===== src/rtl/pfc_pkg.sv =====
package pfc_pkg;
  // bus pin widths, toggle bit and clock rate
  localparam int unsigned ADDR_W          = 17;
  localparam int unsigned DATA_W          = 8;
  localparam int unsigned CMD_ADDR_W      = 15;
  localparam int unsigned TOGGLE_BIT      = 6;
  localparam int unsigned CLK_MHZ         = 125;
  // pin timing in ns, counts rounded up
  localparam int unsigned T_WP_NS         = 90;
  localparam int unsigned T_WPH_NS        = 90;
  localparam int unsigned T_ACC_NS        = 120;
  localparam int unsigned T_OEHP_NS       = 150;
  localparam int unsigned CLK_NS          = 1000 / CLK_MHZ;
  localparam int unsigned WP_CYC          = (T_WP_NS + CLK_NS - 1) / CLK_NS;
  localparam int unsigned WPH_CYC         = (T_WPH_NS + CLK_NS - 1) / CLK_NS;
  localparam int unsigned ACC_CYC         = (T_ACC_NS + CLK_NS - 1) / CLK_NS;
  localparam int unsigned OEHP_CYC        = (T_OEHP_NS + CLK_NS - 1) / CLK_NS;
  // operation limits
  localparam int unsigned T_BP_MAX_US     = 50;
  localparam int unsigned T_EC_MAX_S      = 10;
  localparam longint unsigned BP_CYC      = 64'(T_BP_MAX_US) * CLK_MHZ;
  localparam longint unsigned EC_CYC      = 64'(T_EC_MAX_S) * 1000000 * CLK_MHZ;
  localparam int unsigned TMO_W           = 32;
  localparam int unsigned PHASE_W         = 8;
  // boot block range, lower placement
  localparam logic [16:0] BOOT_LO         = 17'h00000;
  localparam logic [16:0] BOOT_HI         = 17'h01fff;
  localparam logic [16:0] ID_MFR_ADDR     = 17'h00000;
  localparam logic [16:0] ID_DEV_ADDR     = 17'h00001;
  // host operations
  typedef enum logic [2:0] {
    PFC_OP_READ,
    PFC_OP_PROGRAM,
    PFC_OP_ERASE,
    PFC_OP_ID_ENTER,
    PFC_OP_ID_EXIT,
    PFC_OP_LOCKOUT,
    PFC_OP_RAW
  } pfc_op_t;
  // cycle kinds for the pin sequencer
  typedef enum logic [1:0] {
    PFC_CYC_WRITE,
    PFC_CYC_READ,
    PFC_CYC_ERASE_WRITE
  } pfc_cyc_t;
endpackage : pfc_pkg


===== src/rtl/pfc_bus_cycle.sv =====
module pfc_bus_cycle
  import pfc_pkg::*;
(
  input  wire logic              sys_clk,
  input  wire logic              srst,
  input  wire logic              start,
  input  wire pfc_cyc_t          kind,
  input  wire logic [ADDR_W-1:0] addr,
  input  wire logic [DATA_W-1:0] wdata,
  input  wire logic [DATA_W-1:0] dq_i,
  output logic                   busy,
  output logic                   done,
  output logic [DATA_W-1:0]      rdata,
  output logic [ADDR_W-1:0]      addr_o,
  output logic [DATA_W-1:0]      dq_o,
  output logic                   dq_oe,
  output logic                   ce_n,
  output logic                   oe_n,
  output logic                   we_n
);
  typedef enum logic [1:0] {S_IDLE, S_STROBE, S_RECOVER} pfc_bc_state_t;

  pfc_bc_state_t        st_q;
  logic [PHASE_W-1:0]   cnt_q;
  pfc_cyc_t             kind_q;
  logic                 done_q;

  wire logic is_read  = (kind_q == PFC_CYC_READ);
  wire logic is_erase = (kind_q == PFC_CYC_ERASE_WRITE);
  wire logic [PHASE_W-1:0] strobe_len = is_read ? PHASE_W'(ACC_CYC) : PHASE_W'(WP_CYC);
  wire logic [PHASE_W-1:0] rec_len    = is_read ? PHASE_W'(OEHP_CYC) : PHASE_W'(WPH_CYC);
  wire logic cnt_end = (cnt_q == '0);

  assign busy = (st_q != S_IDLE);
  assign done = done_q;

  always_ff @(posedge sys_clk) begin
    done_q <= 1'b0;
    if (srst) begin
      st_q   <= S_IDLE;
      cnt_q  <= '0;
      kind_q <= PFC_CYC_READ;
      addr_o <= '0;
      dq_o   <= '0;
      dq_oe  <= 1'b0;
      ce_n   <= 1'b1;
      oe_n   <= 1'b1;
      we_n   <= 1'b1;
      rdata  <= '0;
    end else begin
      unique case (st_q)
        S_IDLE: begin
          if (start) begin
            kind_q <= kind;
            addr_o <= addr;
            dq_o   <= wdata;
            dq_oe  <= (kind != PFC_CYC_READ);
            ce_n   <= 1'b0;
            we_n   <= (kind == PFC_CYC_READ);
            // erase writes raise oe only under both strobes low
            oe_n   <= (kind != PFC_CYC_READ);
            cnt_q  <= (kind == PFC_CYC_READ) ? PHASE_W'(ACC_CYC - 1) : PHASE_W'(WP_CYC - 1);
            st_q   <= S_STROBE;
          end
        end
        S_STROBE: begin
          if (cnt_end) begin
            // read samples at end of access; oe/ce release gives the poll edge
            if (is_read) rdata <= dq_i;
            ce_n  <= 1'b1;
            we_n  <= 1'b1;
            oe_n  <= 1'b1;
            if (is_erase) oe_n <= 1'b0;
            cnt_q <= rec_len - 1'b1;
            st_q  <= S_RECOVER;
          end else begin
            cnt_q <= cnt_q - 1'b1;
          end
        end
        S_RECOVER: begin
          // erase keeps oe low between its strobes
          if (!is_erase) oe_n <= 1'b1;
          if (cnt_end) begin
            dq_oe  <= 1'b0;
            done_q <= 1'b1;
            st_q   <= S_IDLE;
          end else begin
            cnt_q <= cnt_q - 1'b1;
          end
        end
        default: st_q <= S_IDLE;
      endcase
    end
  end
  wire logic unused_len = |strobe_len;
endmodule : pfc_bus_cycle


===== src/rtl/pfc_host.sv =====
module pfc_host
  import pfc_pkg::*;
#(
  parameter longint unsigned BP_TMO = BP_CYC,
  parameter longint unsigned EC_TMO = EC_CYC
) (
  input  wire logic              sys_clk,
  input  wire logic              srst,
  input  wire logic              req_valid,
  input  wire pfc_op_t           req_op,
  input  wire logic [ADDR_W-1:0] req_addr,
  input  wire logic [DATA_W-1:0] req_data,
  output logic                   req_ready,
  output logic                   rsp_valid,
  output logic [DATA_W-1:0]      rsp_data,
  output logic                   rsp_timeout,
  output logic                   id_mode,
  output logic                   boot_hit,
  output logic [ADDR_W-1:0]      flash_addr,
  input  wire logic [DATA_W-1:0] flash_dq_i,
  output logic [DATA_W-1:0]      flash_dq_o,
  output logic                   flash_dq_oe,
  output logic                   flash_ce_n,
  output logic                   flash_oe_n,
  output logic                   flash_we_n
);
  typedef enum logic [2:0] {
    H_IDLE, H_ISSUE, H_WAIT, H_POLL, H_POLL_WAIT, H_DONE
  } pfc_h_state_t;

  pfc_h_state_t       st_q;
  pfc_op_t            op_q;
  logic [ADDR_W-1:0]  addr_q;
  logic [DATA_W-1:0]  data_q;
  logic [2:0]         step_q;
  logic [TMO_W-1:0]   tmo_q;
  logic               have_prev_q;
  logic               prev_tog_q;
  logic               timeout_q;
  logic               valid_q;
  logic [DATA_W-1:0]  rsp_q;
  logic               id_q;

  logic               bc_start;
  pfc_cyc_t           bc_kind;
  logic [ADDR_W-1:0]  bc_addr;
  logic [DATA_W-1:0]  bc_wdata;
  logic               bc_busy;
  logic               bc_done;
  logic [DATA_W-1:0]  bc_rdata;

  // command unlock word: address on low fifteen bits, hex data byte
  function automatic logic [ADDR_W+DATA_W-1:0] cmd_word(input logic [CMD_ADDR_W-1:0] a,
                                                        input logic [DATA_W-1:0] d);
    cmd_word = {2'b00, a, d};
  endfunction : cmd_word

  // op tail byte, sequence parameters are plain defaults
  function automatic logic [ADDR_W+DATA_W-1:0] seq_word(input pfc_op_t op,
                                                        input logic [2:0] step);
    logic [DATA_W-1:0] tail;
    tail = 8'hf0;
    unique case (op)
      PFC_OP_PROGRAM:  tail = 8'ha0;
      PFC_OP_ERASE:    tail = (step < 3'd3) ? 8'h80 : 8'h10;
      PFC_OP_ID_ENTER: tail = 8'h90;
      PFC_OP_ID_EXIT:  tail = 8'hf0;
      PFC_OP_LOCKOUT:  tail = (step < 3'd3) ? 8'h80 : 8'h40;
      default:         tail = 8'hf0;
    endcase
    // six-word ops repeat the unlock pair before their tail
    if (step == 3'd0 || step == 3'd3)
      seq_word = cmd_word(15'h5555, 8'haa);
    else if (step == 3'd1 || step == 3'd4)
      seq_word = cmd_word(15'h2aaa, 8'h55);
    else
      seq_word = cmd_word(15'h5555, tail);
  endfunction : seq_word

  wire logic [2:0] unlock_len = (op_q == PFC_OP_ERASE || op_q == PFC_OP_LOCKOUT)
                                ? 3'd6 : 3'd3;
  wire logic [ADDR_W+DATA_W-1:0] cur_word = seq_word(op_q, step_q);
  wire logic is_raw_phase  = (step_q == unlock_len);
  wire logic needs_poll    = (op_q == PFC_OP_PROGRAM || op_q == PFC_OP_ERASE);
  wire logic tog_now       = bc_rdata[TOGGLE_BIT];
  // erase limit needs 31 of the 32 bits at this clock
  wire logic [TMO_W-1:0] tmo_lim = (op_q == PFC_OP_ERASE) ? TMO_W'(EC_TMO) : TMO_W'(BP_TMO);

  // boot range flag for the host's own address
  assign boot_hit  = (req_addr >= BOOT_LO) && (req_addr <= BOOT_HI);
  assign req_ready = (st_q == H_IDLE);
  assign rsp_valid   = valid_q;
  assign rsp_data    = rsp_q;
  assign rsp_timeout = timeout_q;
  assign id_mode     = id_q;

  assign bc_start = (st_q == H_ISSUE) || (st_q == H_POLL);
  assign bc_kind  = (st_q == H_POLL || op_q == PFC_OP_READ) ? PFC_CYC_READ :
                    (op_q == PFC_OP_ERASE) ? PFC_CYC_ERASE_WRITE : PFC_CYC_WRITE;
  // one unchanged address for every poll read
  assign bc_addr  = (st_q == H_POLL || op_q == PFC_OP_READ ||
                     op_q == PFC_OP_RAW || (op_q == PFC_OP_PROGRAM && is_raw_phase))
                    ? addr_q : cur_word[ADDR_W+DATA_W-1:DATA_W];
  assign bc_wdata = (op_q == PFC_OP_RAW || (op_q == PFC_OP_PROGRAM && is_raw_phase))
                    ? data_q : cur_word[DATA_W-1:0];

  always_ff @(posedge sys_clk) begin
    valid_q <= 1'b0;
    if (srst) begin
      st_q        <= H_IDLE;
      op_q        <= PFC_OP_READ;
      addr_q      <= '0;
      data_q      <= '0;
      step_q      <= '0;
      tmo_q       <= '0;
      have_prev_q <= 1'b0;
      prev_tog_q  <= 1'b0;
      timeout_q   <= 1'b0;
      rsp_q       <= '0;
      id_q        <= 1'b0;
    end else begin
      unique case (st_q)
        H_IDLE: begin
          if (req_valid) begin
            op_q      <= req_op;
            addr_q    <= req_addr;
            data_q    <= req_data;
            step_q    <= '0;
            timeout_q <= 1'b0;
            st_q      <= H_ISSUE;
          end
        end
        H_ISSUE: st_q <= H_WAIT;
        H_WAIT: begin
          if (bc_done) begin
            if (op_q == PFC_OP_READ || op_q == PFC_OP_RAW ||
                (op_q != PFC_OP_PROGRAM && step_q == unlock_len - 1'b1) ||
                (op_q == PFC_OP_PROGRAM && is_raw_phase)) begin
              rsp_q <= bc_rdata;
              if (needs_poll) begin
                tmo_q       <= '0;
                have_prev_q <= 1'b0;
                st_q        <= H_POLL;
              end else begin
                st_q <= H_DONE;
              end
              // id codes are read at address_bit_zero 0/1 via plain reads
              if (op_q == PFC_OP_ID_ENTER) id_q <= 1'b1;
              if (op_q == PFC_OP_ID_EXIT)  id_q <= 1'b0;
            end else begin
              step_q <= step_q + 1'b1;
              st_q   <= H_ISSUE;
            end
          end
        end
        H_POLL: begin
          // launch cycles count too, so the limit tracks elapsed time
          if (tmo_q != '1) tmo_q <= tmo_q + 1'b1;
          st_q <= H_POLL_WAIT;
        end
        H_POLL_WAIT: begin
          if (tmo_q != '1) tmo_q <= tmo_q + 1'b1;
          if (bc_done) begin
            prev_tog_q  <= tog_now;
            have_prev_q <= 1'b1;
            rsp_q       <= bc_rdata;
            // level is meaningless; an unchanged pair or reaching the limit ends the wait
            if (have_prev_q && (tog_now == prev_tog_q)) begin
              st_q <= H_DONE;
            end else if (tmo_q >= tmo_lim) begin
              timeout_q <= 1'b1;
              st_q      <= H_DONE;
            end else begin
              st_q <= H_POLL;
            end
          end
        end
        H_DONE: begin
          valid_q <= 1'b1;
          st_q    <= H_IDLE;
        end
        default: st_q <= H_IDLE;
      endcase
    end
  end

  // lockout needs no poll: the device latches it at sequence end
  wire logic unused_lock = (op_q == PFC_OP_LOCKOUT);

  pfc_bus_cycle u_cycle (
    .sys_clk (sys_clk),
    .srst    (srst),
    .start   (bc_start),
    .kind    (bc_kind),
    .addr    (bc_addr),
    .wdata   (bc_wdata),
    .dq_i    (flash_dq_i),
    .busy    (bc_busy),
    .done    (bc_done),
    .rdata   (bc_rdata),
    .addr_o  (flash_addr),
    .dq_o    (flash_dq_o),
    .dq_oe   (flash_dq_oe),
    .ce_n    (flash_ce_n),
    .oe_n    (flash_oe_n),
    .we_n    (flash_we_n)
  );
endmodule : pfc_host


===== config.mk =====
export PLATFORM = sky130hd
export DESIGN_NAME = pfc_host
export DESIGN_NICKNAME = d
export VERILOG_FILES = /design/src/rtl/pfc_pkg.sv /design/src/rtl/pfc_bus_cycle.sv /design/src/rtl/pfc_host.sv
export SDC_FILE = /design/constraint.sdc
export NUM_CORES = 1
export LEC_CHECK = 0
export BUFFER_PORTS_ARGS = -buffer_cell sky130_fd_sc_hd__buf_2
export CAP_MARGIN = 30
export CELL_PAD_IN_SITES_DETAIL_PLACEMENT = 0
export CELL_PAD_IN_SITES_GLOBAL_PLACEMENT = 1
export CORE_MARGIN = 2
export CORE_UTILIZATION = 43
export CTS_CLUSTER_DIAMETER = 150
export DETAILED_ROUTE_END_ITERATION = 8
export PLACE_DENSITY_LB_ADDON = 0.1
export SYNTH_ARGS = -nofsm -noshare
export SYNTH_HDL_FRONTEND = slang
export SYNTH_SLANG_ARGS = --single-unit

===== constraint.sdc =====
create_clock -name sys_clk -period 3.32 [get_ports sys_clk]
set_input_delay 0.83 -clock sys_clk [delete_from_list [all_inputs] [get_ports sys_clk]]
set_output_delay 0.83 -clock sys_clk [all_outputs]
set_load 0.01 [all_outputs]

==> results.cfg <==
[cts]
hold_buffers = 0
cts_setup_buffers = 0
clockBufferDepth = 2
clkTransAtPathRegs_ns = 0.06
htreeDepth = 4
cts_tree = yes
clk_latency_ns = 0.42
cts_made_buffers = 17
cts_sinks = 129
cts-resized-gates = 0
cts_root_buf = clkbuf_16

[finish]
fin_area_mm2 = 0.00752
n_fill_cell = 1425
final_cell_mix = 129 x dfxtp_1, 118 x nand2_1, 97 x nor2_1
area_growth_pct = 17.2
nNetsFinal = 908
final_common_cell = dfxtp_1
diodes = 0
layout-drive-gt1-share_pct = 16.2

[yosys]
syn_inst = 784
yosys.area.top_type = dfxtp_1
synth_seq_cells = 129
synth-edff-count = 0
syn_nets = 843
avgSynthCellArea_um2 = 8.19
yosys-top-cells-area = dfxtp_1 40%, nand2_1 6.9%, nor2_1 5.7%, a21oi_1 5.3%, ha_1 3.9%
yosys.cell_types.count = 79
synth-main-ff-cell = dfxtp_1
ys.warnings.count = 0
synth_top_area_share_pct = 40.2
ys_seq_area_share_pct = 40.2
syn_area_mm2 = 0.00642
synthArstFlopShare_pct = 0

[route]
drtIter0Drc = 446
drc = 0
drt-wirelength-per-cell_um = 15.4
drtAntennaViolNets = 0
wirelength_um = 16100
firstDrtPassIters = 5
vias = 5820
routed_via_density = 5.56

[die]
start_util_pct = 44.2
core-area_mm2 = 0.0145
rows = 44
die_height_um = 126
die_area_mm2 = 0.0159
fp.dieW_um = 126
pin_count = 81

[setup_path]
cp_slowest_cell = dfxtp_1
crit_required_ns = 3.62
critPathKind = reg -> reg
crit_arrival_ns = 3.16
worstPathMaxFanout = 14
crit_chain = or3b_1, ha_1, a211o_1, a2111o_1, a2111oi_2, nand3_1, a31o_1
critPathLaunchType = flip-flop
cp-end-kind = flip-flop
cpPeakStageDelay_ns = 0.45

[timing]
rsz0062_at_grt = no
finalCritPeriodShare_pct = 86.1
slew_viol_final = 0
slew_headroom_pct = 43.6
finalCriticalPeriod_ns = 2.86
tightest_slew_ns = 0.841
fmax_mhz = 350
setup-tns-final_ns = 0
skew_ns = 0.00956
setup_violations = 0
final_hold_viol_count = 0

[status]
outcome = finished, final reports clean

[flow_run]
max_cap_viol_count = 0

[grt]
grt_pass1_wl_um = 26800
grt_overflow = 0
grt_max_degree = 56
grt_use_total_pct = 20.6
grt_antenna_before_repair = 0
grt_pass1_vias = 5493

[place]
gp_congestion = 0.858
port_buffers = 80
dp_hpwl_um = 11000
place_area_mm2 = 0.00694

[pwr]
p_leak_nw = 2.91
ir_drop_v = 0.000397
powerDensity_mw_per_mm2 = 624

[worst_hold_path]
hp-class = reg -> reg
worst paths after layout:
path	to	depth (start not counted)	start	slack [ns]
worst max-delay path	st_q[2]$_SDFFE_PP0P_	7	op_q[0]$_SDFFE_PP0P_	0.46
worst min-delay path	u_cycle.addr_o[10]$_SDFFE_PP0P_	2	u_cycle.addr_o[10]$_SDFFE_PP0P_	0.45
worst max register to register	st_q[2]$_SDFFE_PP0P_	7	op_q[0]$_SDFFE_PP0P_	0.46
worst min register to register	u_cycle.addr_o[10]$_SDFFE_PP0P_	2	u_cycle.addr_o[10]$_SDFFE_PP0P_	0.45
state kept, by name (all words and copies together), names as in the netlist, 2 cells and up:
register,count
addr_q,17
u_cycle.cnt_q,8
u_cycle.kind_q,2
op_q,3
rsp_data,8
data_q,8
st_q,3
step_q,3
tmo_q,32
u_cycle.dq_o,8
u_cycle.rdata,8
u_cycle.st_q,2
u_cycle.addr_o,17
power by group:
| group | leakage [nW] | switching [mW] | internal (mW) | total [mW] |
|---|---|---|---|---|
| Combinational | 1.58 | 0.672 | 0.382 | 1.05 |
| Sequential | 1.05 | 0.0993 | 1.68 | 1.78 |
| Clock | 0.278 | 0.738 | 1.12 | 1.85 |
area by class of cell:
cell class / instances / area [um^2] / area share [%]
repair buffers: 90 / 478 / 6.35
clock buffers: 18 / 429 / 5.70
well taps: 184 / 230 / 3.06
clock inverters: 14 / 154 / 2.05
flip-flops and latches: 129 / 2580 / 34.3
multi-input cells: 587 / 3560 / 47.3
inverters: 24 / 90.1 / 1.20
worst max-delay path, delay by kind of cell (launching register included):
| kind | cells | cell delay, ns |
|---|---|---|
| AO/OA/AOI/OAI | 4 | 1.38 |
| adder cells (fa/ha/maj) | 1 | 0.31 |
| flip-flops | 1 | 0.45 |
| AND/OR/NAND/NOR | 2 | 0.61 |
per-stage QoR:
| step | instances | utilization, % | total power, mW | hold WS, ns | setup WS (ns) |
|---|---|---|---|---|---|
| floorplan | 784 | - | 2.57 | 0.436 | 0.471 |
| global placement | 1014 | 47.8 | 2.84 | 0.439 | 0.537 |
| detailed placement | 1014 | 47.8 | 2.87 | 0.442 | 0.474 |
| CTS | 1046 | 51.8 | 4.74 | 0.449 | 0.459 |
| global route | 1046 | 51.8 | 4.96 | 0.472 | 0.262 |
| finish | 1046 | 51.8 | 4.69 | 0.447 | 0.463 |
synth_stat cells, types with 4 or more instances:
cell / count
dfxtp_1: 129
nand2_1: 118
nor2_1: 98
a21oi_1: 68
clkbuf_1: 35
inv_1: 24
mux2i_1: 24
o21ai_0: 23
ha_1: 20
xnor2_1: 20
nand3_1: 19
nor3_1: 19
o211ai_1: 13
xor2_1: 12
a211oi_1: 10
a311oi_1: 8
nand2b_1: 8
nor4_1: 7
a31oi_1: 6
and3_1: 6
buf_2: 6
nand4_1: 6
nand3b_1: 5
nor2b_1: 5
or3_1: 5
or4_1: 5
and2_1: 4
nand4bb_1: 4
routing by layer:
layer | vias up | global-route usage (%) | share of wire [%]
met5 | - | 0 | 0
met4 | 0 | 5.24 | 1.1
met3 | 14 | 5.10 | 4.2
met2 | 134 | 33.3 | 47
met1 | 2768 | 27.6 | 48
li1 | 2904 | - | -
logic make-up (layout without fill, tap and decap cells):
family,Yosys count,count (layout),share of synthesized area (%)
AO/OA/AOI/OAI,174,174,17.9
XOR/XNOR,32,32,4.37
adder cells (fa/ha/maj),20,20,3.90
buffers and inverters,68,146,4.33
flip-flops,129,129,40.2
multiplexers,25,25,3.92
AND/OR/NAND/NOR,336,336,25.4
Note: power is estimated with default switching activity, not from simulation.
